## config.mk

```make
export PLATFORM = sky130hd
export DESIGN_NAME = tcp_regs
export DESIGN_NICKNAME = d
export VERILOG_FILES = /design/src/design/tcp_pkg.sv /design/src/design/tcp_regs.sv /design/src/design/tcp_sync2.sv
export SDC_FILE = /design/constraint.sdc
export NUM_CORES = 1
export LEC_CHECK = 0
export BUFFER_PORTS_ARGS = -buffer_cell sky130_fd_sc_hd__buf_2
export CORE_ASPECT_RATIO = 0.5
export CORE_MARGIN = 2
export CORE_UTILIZATION = 42
export DETAILED_ROUTE_END_ITERATION = 7
export GPL_TIMING_DRIVEN = 0
export PLACE_DENSITY = 0.76
export SYNTH_ARGS = -nofsm -noshare
export SYNTH_HDL_FRONTEND = slang
export SYNTH_HIERARCHICAL = 1
export SYNTH_SLANG_ARGS = --single-unit
```

## constraint.sdc

```tcl
create_clock -name clock -period 1.55 [get_ports clock]
set_input_delay 0.155 -clock clock [delete_from_list [all_inputs] [get_ports clock]]
set_output_delay 0.155 -clock clock [all_outputs]
set_load 0.03 [all_outputs]
```

## src/design/tcp_pkg.sv

```systemverilog
// Package for the tag configuration and protection register logic.
// Assumes one 125 MHz clock and a synchronous active-low reset.
`default_nettype none
package tcp_pkg;
  localparam logic [11:0] TCP_ADDR_WLOCK_LO = 12'h800;
  localparam logic [11:0] TCP_ADDR_WLOCK_HI = 12'h801;
  localparam logic [11:0] TCP_ADDR_CONFIG = 12'h910;
  localparam logic [11:0] TCP_ADDR_CONTROL = 12'h920;
  localparam logic [15:0] TCP_WLOCK_RESET = 16'h0000;
  localparam logic [7:0] TCP_CONFIG_DELIVERY = 8'hF4;
  localparam int TCP_CFG_MODE_BIT = 3;
  localparam int TCP_CFG_HDEF_BIT = 2;
  localparam int TCP_CTL_DONE_BIT = 7;
  localparam int TCP_CTL_FIELD_BIT = 1;
  localparam int TCP_CTL_HON_BIT = 0;
  localparam int TCP_SECTOR_COUNT = 4;
  localparam logic [7:0] TCP_HARV_CFG_MASK = 8'h07;
  localparam logic [7:0] TCP_MODE_CFG_MASK = 8'h08;
  localparam logic [8:0] TCP_SECTOR_SIZE_LOG2 = 9'h007;
  typedef enum logic [2:0] {
    TCP_RF_NONE = 3'b000,
    TCP_RF_READ_CONFIG = 3'b001,
    TCP_RF_WRITE_HARVEST = 3'b010,
    TCP_RF_WRITE_OUTPUT = 3'b011,
    TCP_RF_READ_CONTROL = 3'b100,
    TCP_RF_SET_HARVEST = 3'b101
  } tcp_rf_cmd_e;
  typedef enum logic [1:0] {
    TCP_ACT_IDLE = 2'b00,
    TCP_ACT_BUSY = 2'b01,
    TCP_ACT_WIP = 2'b10
  } tcp_act_e;
  // One I2C byte access as the protocol engine presents it
  typedef struct packed {
    logic valid;
    logic write;
    logic chip_enable_select_bit;
    logic [11:0] addr;
    logic [7:0] wdata;
  } tcp_i2c_req_s;
  // One RF configuration command as the RF engine presents it
  typedef struct packed {
    logic valid;
    tcp_rf_cmd_e cmd;
    logic [7:0] wdata;
  } tcp_rf_req_s;
endpackage
`default_nettype wire

```

## src/design/tcp_regs.sv

```systemverilog
// Configuration, sector write-lock and control registers of the tag,
// plus the open-drain RF activity output and the harvest enable.
// Assumes the I2C and RF engines on the same clock, and a power-on reset.
// Notes on behaviour
// - Write-lock area at byte 2048, reached only with chip enable select bit 1.
// - Low four lock bits block I2C writes to sectors 0-3; upper ignored.
// - Lock area always readable; writable only after I2C password accepted.
// - Both lock bytes are zero on delivery.
// - Config byte at 2320: bit3 mode, bit2 harvest default, bits1-0 sink.
// - Control at 2336: bit7 write done, bit1 field, bit0 harvest on.
// - Busy mode: activity low from RF start of frame until command done.
// - Busy mode, bad command: low from start of frame until CRC only.
// - Field loss while held low releases the activity output.
// - Busy mode: activity released while any I2C command executes.
// - WIP mode: low only during internal RF write; released in any I2C command.
// - Harvest off when disabled, power too low or current too high.
// - Harvest-on 1 enables harvest delivery, 0 keeps it off.
// - Write-done cleared at reset and write start, set on good completion.
// - At power-up harvest-on loads the inverse of the harvest default bit.
// - Field-present follows whether RF power suffices for commands.
// - RF reads of control return field-present as 1.
// - Config byte I2C read and write need no password, chip enable 1.
// - RF read-config, write-harvest bits 2-0, write-output bit 3.
// - Config writes take effect immediately from either interface.
// - Control register always I2C accessible with chip enable select 1.
// - RF read-control returns control bits; set-harvest writes harvest-on.
// - RF reads return write done 0; bits 6-2 read 0.
`default_nettype none
module tcp_regs
  import tcp_pkg::*;
#(
  parameter logic [7:0] CONFIG_INIT = TCP_CONFIG_DELIVERY
) (
  input wire logic clock,
  input wire logic rst_n,
  input wire tcp_i2c_req_s i2c_req,
  input wire logic i2c_password_ok,
  input wire logic i2c_cmd_active,
  input wire logic [8:0] i2c_mem_addr,
  input wire logic i2c_mem_write,
  output logic i2c_mem_write_allow,
  output logic [7:0] i2c_rdata_q,
  output logic i2c_ack,
  input wire tcp_rf_req_s rf_req,
  output logic [7:0] rf_rdata_q,
  input wire logic rf_sof,
  input wire logic rf_crc_done,
  input wire logic rf_cmd_bad,
  input wire logic rf_cmd_done,
  input wire logic rf_write_start,
  input wire logic rf_answer_start,
  input wire logic write_cycle_start,
  input wire logic write_cycle_ok,
  input wire logic rf_field_pin,
  input wire logic power_ok_pin,
  input wire logic current_ok_pin,
  output logic rf_activity_output_o,
  output logic rf_activity_output_oe,
  output logic harvest_out_en,
  output logic [1:0] sink_level,
  output logic [7:0] config_q,
  output logic [15:0] wlock_q
);
  logic field_s;
  logic power_s;
  logic current_s;
  logic control_hon_q;
  logic done_q;
  logic init_q;
  tcp_act_e act_q;
  tcp_act_e act_d;
  logic sel_wlock_lo;
  logic sel_wlock_hi;
  logic sel_config;
  logic sel_control;
  logic i2c_wr;
  logic [7:0] control_view;
  logic [1:0] sector_idx;

  tcp_sync2 u_sync_field (
    .clock(clock),
    .rst_n(rst_n),
    .async_in(rf_field_pin),
    .sync_out(field_s)
  );
  tcp_sync2 u_sync_power (
    .clock(clock),
    .rst_n(rst_n),
    .async_in(power_ok_pin),
    .sync_out(power_s)
  );
  tcp_sync2 u_sync_current (
    .clock(clock),
    .rst_n(rst_n),
    .async_in(current_ok_pin),
    .sync_out(current_s)
  );

  // Address decode; every system register needs the chip enable select bit
  always_comb begin
    sel_wlock_lo = 1'b0;
    sel_wlock_hi = 1'b0;
    sel_config = 1'b0;
    sel_control = 1'b0;
    if (!i2c_req.chip_enable_select_bit) begin
      sel_wlock_lo = 1'b0;
    end else if (i2c_req.addr == TCP_ADDR_WLOCK_LO) begin
      sel_wlock_lo = 1'b1;
    end else if (i2c_req.addr == TCP_ADDR_WLOCK_HI) begin
      sel_wlock_hi = 1'b1;
    end else if (i2c_req.addr == TCP_ADDR_CONFIG) begin
      sel_config = 1'b1;
    end else if (i2c_req.addr == TCP_ADDR_CONTROL) begin
      sel_control = 1'b1;
    end
  end

  assign i2c_wr = i2c_req.valid && i2c_req.write;
  assign i2c_ack = i2c_req.valid && (sel_wlock_lo || sel_wlock_hi || sel_config || sel_control);

  // Write lock; password only gates writes, never reads
  always_ff @(posedge clock) begin
    if (!rst_n) begin
      wlock_q <= TCP_WLOCK_RESET;
    end else if (i2c_wr && i2c_password_ok) begin
      if (sel_wlock_lo) begin
        wlock_q[7:0] <= i2c_req.wdata;
      end else if (sel_wlock_hi) begin
        wlock_q[15:8] <= i2c_req.wdata;
      end
    end
  end

  // Sector of a user memory byte is the top bits of the 9-bit address
  assign sector_idx = i2c_mem_addr[8:7];
  assign i2c_mem_write_allow = i2c_mem_write && !wlock_q[sector_idx];

  // Config byte stands in for the non-volatile cell; mode is read live
  always_ff @(posedge clock) begin
    if (!rst_n) begin
      config_q <= CONFIG_INIT;
    end else if (i2c_wr && sel_config) begin
      config_q <= i2c_req.wdata;
    end else if (rf_req.valid && rf_req.cmd == TCP_RF_WRITE_HARVEST) begin
      config_q <= (config_q & ~TCP_HARV_CFG_MASK) | (rf_req.wdata & TCP_HARV_CFG_MASK);
    end else if (rf_req.valid && rf_req.cmd == TCP_RF_WRITE_OUTPUT) begin
      config_q <= (config_q & ~TCP_MODE_CFG_MASK) | (rf_req.wdata & TCP_MODE_CFG_MASK);
    end
  end
  assign sink_level = config_q[1:0];

  // Harvest-on loaded once after reset release from the stored default
  always_ff @(posedge clock) begin
    if (!rst_n) begin
      init_q <= 1'b1;
      control_hon_q <= 1'b0;
    end else if (init_q) begin
      init_q <= 1'b0;
      control_hon_q <= ~config_q[TCP_CFG_HDEF_BIT];
    end else if (i2c_wr && sel_control) begin
      control_hon_q <= i2c_req.wdata[TCP_CTL_HON_BIT];
    end else if (rf_req.valid && rf_req.cmd == TCP_RF_SET_HARVEST) begin
      control_hon_q <= rf_req.wdata[TCP_CTL_HON_BIT];
    end
  end

  // Start wins over a completion in the same cycle: a new write is pending
  always_ff @(posedge clock) begin
    if (!rst_n) begin
      done_q <= 1'b0;
    end else if (write_cycle_start) begin
      done_q <= 1'b0;
    end else if (write_cycle_ok) begin
      done_q <= 1'b1;
    end
  end

  always_comb begin
    control_view = 8'h00;
    control_view[TCP_CTL_DONE_BIT] = done_q;
    control_view[TCP_CTL_FIELD_BIT] = field_s;
    control_view[TCP_CTL_HON_BIT] = control_hon_q;
  end

  always_ff @(posedge clock) begin
    if (!rst_n) begin
      i2c_rdata_q <= 8'h00;
    end else if (i2c_req.valid && !i2c_req.write) begin
      if (sel_wlock_lo) begin
        i2c_rdata_q <= wlock_q[7:0];
      end else if (sel_wlock_hi) begin
        i2c_rdata_q <= wlock_q[15:8];
      end else if (sel_config) begin
        i2c_rdata_q <= config_q;
      end else if (sel_control) begin
        i2c_rdata_q <= control_view;
      end else begin
        i2c_rdata_q <= 8'h00;
      end
    end
  end

  always_ff @(posedge clock) begin
    if (!rst_n) begin
      rf_rdata_q <= 8'h00;
    end else if (rf_req.valid && rf_req.cmd == TCP_RF_READ_CONFIG) begin
      rf_rdata_q <= config_q;
    end else if (rf_req.valid && rf_req.cmd == TCP_RF_READ_CONTROL) begin
      // Field is on by definition while RF reads; write done hidden
      rf_rdata_q <= {1'b0, control_view[6:2], 1'b1, control_hon_q};
    end
  end

  // Activity tracking: busy from SOF, or WIP during internal RF write
  always_comb begin
    act_d = act_q;
    case (act_q)
      TCP_ACT_IDLE: begin
        if (!config_q[TCP_CFG_MODE_BIT] && rf_sof) begin
          act_d = TCP_ACT_BUSY;
        end else if (config_q[TCP_CFG_MODE_BIT] && rf_write_start) begin
          act_d = TCP_ACT_WIP;
        end
      end
      TCP_ACT_BUSY: begin
        if (rf_cmd_done || (rf_cmd_bad && rf_crc_done)) begin
          act_d = TCP_ACT_IDLE;
        end
      end
      TCP_ACT_WIP: begin
        if (rf_answer_start) begin
          act_d = TCP_ACT_IDLE;
        end
      end
      default: begin
        act_d = TCP_ACT_IDLE;
      end
    endcase
    if (!field_s) begin
      act_d = TCP_ACT_IDLE;
    end
  end

  always_ff @(posedge clock) begin
    if (!rst_n) begin
      act_q <= TCP_ACT_IDLE;
    end else begin
      act_q <= act_d;
    end
  end

  // Mode follows config live, so a mode change drops a stale indication
  always_comb begin
    rf_activity_output_o = 1'b0;
    rf_activity_output_oe = 1'b0;
    if (i2c_cmd_active) begin
      rf_activity_output_oe = 1'b0;
    end else if (act_q == TCP_ACT_BUSY && !config_q[TCP_CFG_MODE_BIT]) begin
      rf_activity_output_oe = 1'b1;
    end else if (act_q == TCP_ACT_WIP && config_q[TCP_CFG_MODE_BIT]) begin
      rf_activity_output_oe = 1'b1;
    end
  end

  assign harvest_out_en = control_hon_q && power_s && current_s;

  a_lock_blocks: assert property (@(posedge clock) disable iff (!rst_n)
    (i2c_mem_write && wlock_q[i2c_mem_addr[8:7]]) |-> !i2c_mem_write_allow)
    else $error("write to locked sector allowed");
  a_lock_pwd: assert property (@(posedge clock) disable iff (!rst_n)
    (i2c_wr && sel_wlock_lo && !i2c_password_ok) |=> $stable(wlock_q))
    else $error("lock changed without password");
  a_done_clear: assert property (@(posedge clock) disable iff (!rst_n)
    write_cycle_start |=> !done_q)
    else $error("write done not cleared");
  a_done_set: assert property (@(posedge clock) disable iff (!rst_n)
    (write_cycle_ok && !write_cycle_start) |=> done_q)
    else $error("write done not set");
  a_busy_hold: assert property (@(posedge clock) disable iff (!rst_n)
    (act_q == TCP_ACT_IDLE && rf_sof && field_s && !config_q[TCP_CFG_MODE_BIT])
    ##1 (!i2c_cmd_active && !config_q[TCP_CFG_MODE_BIT]) |-> rf_activity_output_oe)
    else $error("busy not driven after start of frame");
  a_field_drop: assert property (@(posedge clock) disable iff (!rst_n)
    !field_s |=> act_q == TCP_ACT_IDLE)
    else $error("activity held after field loss");
  a_i2c_release: assert property (@(posedge clock) disable iff (!rst_n)
    i2c_cmd_active |-> !rf_activity_output_oe)
    else $error("activity driven during I2C command");
  a_harvest_gate: assert property (@(posedge clock) disable iff (!rst_n)
    harvest_out_en |-> control_hon_q && power_s && current_s)
    else $error("harvest enabled while off");
  a_rf_field_one: assert property (@(posedge clock) disable iff (!rst_n)
    (rf_req.valid && rf_req.cmd == TCP_RF_READ_CONTROL) |=> rf_rdata_q[1] && !rf_rdata_q[7])
    else $error("RF control read wrong");
  a_power_load: assert property (@(posedge clock) disable iff (!rst_n)
    init_q |=> control_hon_q == !$past(config_q[TCP_CFG_HDEF_BIT]))
    else $error("harvest-on not loaded from default");
endmodule
`default_nettype wire

```

## src/design/tcp_sync2.sv

```systemverilog
// Two-flop synchroniser for one level from outside the clock domain.
// Assumes the level is slow compared to the 125 MHz clock.
`default_nettype none
module tcp_sync2 (
  input wire logic clock,
  input wire logic rst_n,
  input wire logic async_in,
  output logic sync_out
);
  logic stage1_q;
  always_ff @(posedge clock) begin
    if (!rst_n) begin
      stage1_q <= 1'b0;
      sync_out <= 1'b0;
    end else begin
      stage1_q <= async_in;
      sync_out <= stage1_q;
    end
  end
endmodule
`default_nettype wire

```

# Word-level counts from Yosys, hierarchy flattened
# Cells that the tools add are included.
[totals]
register_bits = 51
input_bits = 60
output_inout_bits = 47
word_cells = 107
[op_classes]
n_lt_le_gt_ge = 1
eq_ne = 14
muxes = 37
bitwise = 5
n_reduce_logical = 35
[ops]
columns = ["operator", "n"]
rows = [
  ["$mux 8", 9],
  ["$eq 12x12->1 const B", 4],
  ["$mux 1", 22],
  ["$logic_and 1x1->1", 19],
  ["$mux 2", 4],
  ["$or 8x3->8", 1],
  ["$or 8x4->8", 1],
  ["$eq 3x2->1 const B", 2],
  ["$eq 3x3->1 const B", 2],
  ["$pmux 2 s3", 1],
  ["$reduce_and 3->1", 2],
  ["$reduce_bool 3->1", 2],
  ["$lt 2x5->1 const B", 1],
  ["$logic_or 1x1->1", 4],
  ["$ne 2x2->1 const B", 2],
  ["$reduce_and 2->1", 2],
  ["$eq 3x1->1 const B", 1],
  ["$logic_not 1->1", 3],
  ["$ne 3x3->1 const B", 1],
  ["$not 1->1", 3],
  ["$bmux 1 s2", 1],
  ["$eq 2x1->1 const B", 1],
  ["$eq 2x2->1 const B", 1],
  ["$logic_not 2->1", 1],
  ["2 further kinds", 2],
]

# Longest topological paths before layout
[logic_depth]
word_depth = 10
mapped_depth = 6
depth_no_buf = 5

# Hierarchy
# Netlist, hierarchy kept.
[modules_own_cells]
columns = ["module", "instances", "cells_each", "area_per_inst_um2", "seq_area_each_um2"]
rows = [
  ["tcp_regs", 1, 244, 2109.5, 900.9],
  ["tcp_sync2", 3, 4, 52.6, 40.0],
]

# Worst setup path before layout
# OpenSTA, ideal clock, no wires.
[synth_path]
path_type = "register to output"
start = "reg config_q[3]"
end = "out rf_activity_output_oe"
t_arrival_ps = 1436
required_ps = 1395
setup_slack_ps = -41
stages_incl_launch_ff = 3
n_path_buf = 0
cell_sequence = "dfxtp_1 or3b_2 a21oi_1"
[synth_between]
elab_chain_len = 4
elab_cells_between_ends = 6
[synth_rtl]
columns = ["item", "line_no", "source"]
rows = [
  ["start, declared", "tcp_regs.sv:61", "output logic [7:0] config_q,"],
  ["start signal, assigned", "tcp_regs.sv:143", "config_q <= i2c_req.wdata;"],
  ["start signal, assigned", "tcp_regs.sv:145", "config_q <= (config_q & ~TCP_HARV_CFG_MASK) | (rf_req.wdata & TCP_HARV_CFG_MASK);"],
  ["start signal, assigned", "tcp_regs.sv:147", "config_q <= (config_q & ~TCP_MODE_CFG_MASK) | (rf_req.wdata & TCP_MODE_CFG_MASK);"],
  ["$logic_and 1x1->1 / $logic_not 1->1 (equally long branches)", "tcp_regs.sv:260, tcp_regs.sv:258", ""],
  ["$mux 1 / $logic_and 1x1->1 (equally long branches)", "tcp_regs.sv:260, tcp_regs.sv:258", ""],
  ["$mux 1 *", "tcp_regs.sv:258", "end else if (act_q == TCP_ACT_BUSY && !config_q[TCP_CFG_MODE_BIT]) begin"],
  ["$mux 1 *", "tcp_regs.sv:256", "if (i2c_cmd_active) begin"],
  ["end, declared", "tcp_regs.sv:58", "output logic rf_activity_output_oe,"],
]
# Every way passes the cells marked *; elsewhere a longest branch is shown, timed or not.

# Final worst setup path
[layout_path]
start = "reg wlock_q[3]"
end = "out i2c_mem_write_allow"
[layout_between]
elab_chain_len = 4
[layout_rtl]
columns = ["item", "line_no", "source"]
rows = [
  ["start, declared", "tcp_regs.sv:62", "output logic [15:0] wlock_q"],
  ["start signal, assigned", "tcp_regs.sv:127", "wlock_q[7:0] <= i2c_req.wdata;"],
  ["$bmux 1 s2", "tcp_regs.sv:136", "assign i2c_mem_write_allow = i2c_mem_write && !wlock_q[sector_idx];"],
  ["$mux 1 (implied by the code)", "tcp_regs.sv:136", ""],
  ["$logic_not 1->1", "tcp_regs.sv:136", ""],
  ["$logic_and 1x1->1", "tcp_regs.sv:136", ""],
  ["end, declared", "tcp_regs.sv:41", "output logic i2c_mem_write_allow,"],
]
# No other way between the ends. The select of a mux whose other input is x is not followed.

==> out/summary.md <==
* outcome: finished, final reports clean
* share of the clock period used by the worst path after layout: 0.9998
* number of levels in the clock H-tree: 2
* core region area: 5067 µm²
* count of cell types in the netlist: 44
* # clock sinks: 51
* final core utilization: 0.5923
* HP Class: primary input to register
* count of state elements after synthesis: 51
* combined area of the multi-input logic cells: 1190 µm²
* Die X-Extent: 107.9 µm
* CTS tree: built
* fraction of the yosys area taken by sequential cells: 0.4503
* clock power share: 0.311
* total grt overflow: 0
* via count of the first global-routing pass: 2,112
* DRC errors left: 0
* share of cells above drive strength 1: 0.3544
* clock slew at the register clock pins of the worst setup and hold paths: 0.10 ns
* clock root buffer: sky130_fd_sc_hd__clkbuf_8
* critical register-to-register path startpoint: config_q[0]$_SDFFE_PN0P_
* dominant cell type by area after synthesis: sky130_fd_sc_hd__dfxtp_1
* detail-routed via count per cell: 5.272
* nature of the critical path startpoint: register
* Layout Nets: 423
* Net Count, Synth: 316
* Std-Cell Rows: 18
* Gate power share: 0.126
* maximum frequency from static timing analysis: 0.6453 GHz
* fillers: 478
* weighted congestion reported at the end of routability-driven placement: 0.9001
* DIE HEIGHT: 55.95 µm
* Mapped Cells: 256
* number of cells on the worst reg-to-reg path: 4
* Switching Fraction: 0.2615
* capturing element type of the critical path: output pin
* maximum number of pins on one net before global-route repair: 16
* Worst Path Max Fanout: 2
* pwr dens: 798.6 nW/µm²
* wire length of the first global-routing pass: 10.03 mm
* sequential group share of total power: 0.563
* Area Growth Syn to Fin: 32.40%
* top cell type's share of synthesized area: 0.4503
* violation count after the first detailed-route iteration: 147
* Die Area: 6037 µm²
* power spent charging and discharging nets: 626.8 µW
* top area cells in the synthesized netlist: sky130_fd_sc_hd__dfxtp_1 45%, sky130_fd_sc_hd__mux2i_1 7.5%, sky130_fd_sc_hd__nand2_1 5.0%, sky130_fd_sc_hd__nor2_1 4.8%, sky130_fd_sc_hd__a21oi_1 3.8%
* capture endpoint of the worst hold path: u_sync_power/stage1_q$_SDFF_PN0_
* maximum count of clock buffers along a single path: 2
* Final Max Slew Viols: 0
* Hold Path Depth: 2
* total power after layout: 2.397 mW
* average wire per cell in the routed design: 14.77 µm
* maximum vdd drop: 0.0004038 V
* worst r2r dst: i2c_rdata_q[0]$_SDFFE_PN0P_
* Internal Pwr Total: 1.770 mW
* Setup violations, final: 0
* signal arrival time at the worst endpoint: 1.39 ns
* half-perimeter wire length after placement: 4.842 mm
* count of pins on the block boundary: 107
* type of the worst setup path: register to output pin
* global router's overall resource usage: 0.2095
* endpoint required time on the critical path: 1.39 ns
* initial antenna violation count: 0
* Netlist Area Pre-Place: 2267 µm²
* WL final: 6.409 mm
* RSZ-0062 raised after global routing: true
* hold path startpoint: power_ok_pin
* Starting Density: 0.4474
* final worst clock skew: 0.01352 ns
* remaining antenna violation count: 0
* total iterations of the first detailed-routing run: 4
* antenna diode count: 0
* sequential standard cell area: 1031 µm²
* worst rel slew slack: 0.4563
* Avg Synthesized Cell Area: 8.856 µm²
* Port Buf Inserts: 94
* Fin. Hold Viols: 0
* Reg2Reg Setup Slack: 0.46 ns
* via count: 2,288
* static leakage: 1.312 nW
* slew of the pin with the lowest slew margin: 0.8045 ns
* max capacitance violation total: 0
* number of warnings reported in the yosys synthesis log: 6
* post-layout minimum cycle time: 1.550 ns
* later-pin clock latency in the skew report: 0.30 ns
* CTS buffer count: 5
-- area by class of cell --
class / count / share of cell area
Sequential cell: 51 / 0.3435
Clock buffer: 6 / 0.02418
Clock inverter: 2 / 0.004168
Buffer: 12 / 0.01917
Tap cell: 70 / 0.02918
Inverter: 3 / 0.003752
Timing Repair Buffer: 100 / 0.1797
Multi-Input combinational cell: 190 / 0.3964
-- sequential cells by signal, indices dropped and copies added, names as in the netlist, 2 cells and up --
name and count:
act_q 2, i2c_rdata_q 8, config_q 8, rf_rdata_q 8, wlock_q 16
-- stage by stage --
stage / setup WS (ns) / std cells / cell area, µm² / setup TNS [ns] / hold slack [ns]
2_1_floorplan: 0.01423 / 256 / 2271 / 0 / 0.2318
3_3_place_gp: -0.2841 / 420 / 2829 / -7.262 / 0.3187
3_5_place_dp: -0.3465 / 420 / 2829 / -9.509 / 0.3230
4_1_cts: -0.005622 / 432 / 2969 / -0.005622 / 0.006824
5_1_grt: -0.05021 / 434 / 3002 / -0.2360 / 0.05223
6_report: 0.0003143 / 434 / 3002 / 0 / 0.05974
-- power by group through the flow --
stage	Combinational, mW	Clock [mW]	Sequential, mW
after global routing	0.326	0.812	1.35
after detailed placement	0.287	0	1.38
after global placement	0.280	0	1.38
after floorplan	0.117	0	1.41
final	0.301	0.746	1.35
after CTS	0.293	0.757	1.35
-- metal layers --
| metal | routed length (µm) | global-route usage | vias up | part of all wire |
|---|---|---|---|---|
| met5 | 0 | 0 | - | 0 |
| met4 | 62 | 0.04029 | 0 | 0.0097 |
| met3 | 320 | 0.03981 | 8 | 0.050 |
| met2 | 2965 | 0.3414 | 71 | 0.46 |
| met1 | 3060 | 0.2919 | 1073 | 0.48 |
| li1 | - | - | 1136 | - |
-- synth_stat cells, drive strengths merged --
library cell	n
a211oi	3
a21oi	17
a22oi	10
a311oi	1
a31oi	3
a32oi	3
and2	6
and2b	1
and3	1
buf	6
clkbuf	7
conb	1
dfxtp	51
inv	3
mux2	2
mux2i	17
mux4	1
nand2	30
nand2b	3
nand3	4
nand3b	1
nand4	4
nand4b	1
nor2	29
nor2b	5
nor3	19
nor4	2
nor4b	1
nor4bb	2
o211a	1
o211ai	1
o21a	1
o21ai	14
o2bb2ai	1
or3	2
or3b	1
xor2	1
-- worst max-delay path: stages (launching register included) --
cell and delay [ns]:
sky130_fd_sc_hd__dfxtp_2 0.34, sky130_fd_sc_hd__mux4_2 0.46, sky130_fd_sc_hd__nor2b_1 0.13, sky130_fd_sc_hd__buf_4 0.17
-- layout by cell type (no fill, tap or decap), drive strengths merged, types with 2 or more instances in the layout --
master and count:
nor4 2, mux2 2, clkbuf 13, inv 3, a22oi 10, a32oi 3, nor3 19, mux2i 17
a31oi 3, nor2 29, a211oi 3, o21ai 14, nand3 4, nor4bb 2, and2 6, nor2b 5
nand2b 3, nand2 30, buf 104, nand4 4, dfxtp 51, a21oi 17, or3 3
-- kinds of logic after synthesis --
logic type,count (synthesis),synth area share
mux,20,0.09492
flops,51,0.4503
compound gates,55,0.1501
buf+inv,16,0.03477
simple gates,112,0.2644
other cells,1,0.001654
xor+xnor,1,0.003864
-- how the worst max path moves through the flow --
stage / startpoint / slack, ns / endpoint
floorplan: i2c_req[18] / 0.01 / config_q[7]$_SDFFE_PN1P_
global placement: i2c_req[13] / -0.28 / wlock_q[8]$_SDFFE_PN0P_
detailed placement: i2c_req[13] / -0.35 / wlock_q[9]$_SDFFE_PN0P_
CTS: wlock_q[3]$_SDFFE_PN0P_ / -0.006 / i2c_mem_write_allow
global route: wlock_q[2]$_SDFFE_PN0P_ / -0.05 / i2c_mem_write_allow
finish: wlock_q[3]$_SDFFE_PN0P_ / 0.0003 / i2c_mem_write_allow
-- timing repair --
| action | 4_1_cts | 5_1_grt |
|---|---|---|
| cloned | 0 | 1 |
| setup endpoints to repair | 13 | 22 |
| pin swaps | 2 | 3 |
| hold buffers | 0 | 1 |
| hold endpoints to repair | 0 | 1 |
| setup buffers | 4 | 1 |
| gates resized for setup | 11 | 6 |
No activity file was read; power rests on OpenSTA's default activity.
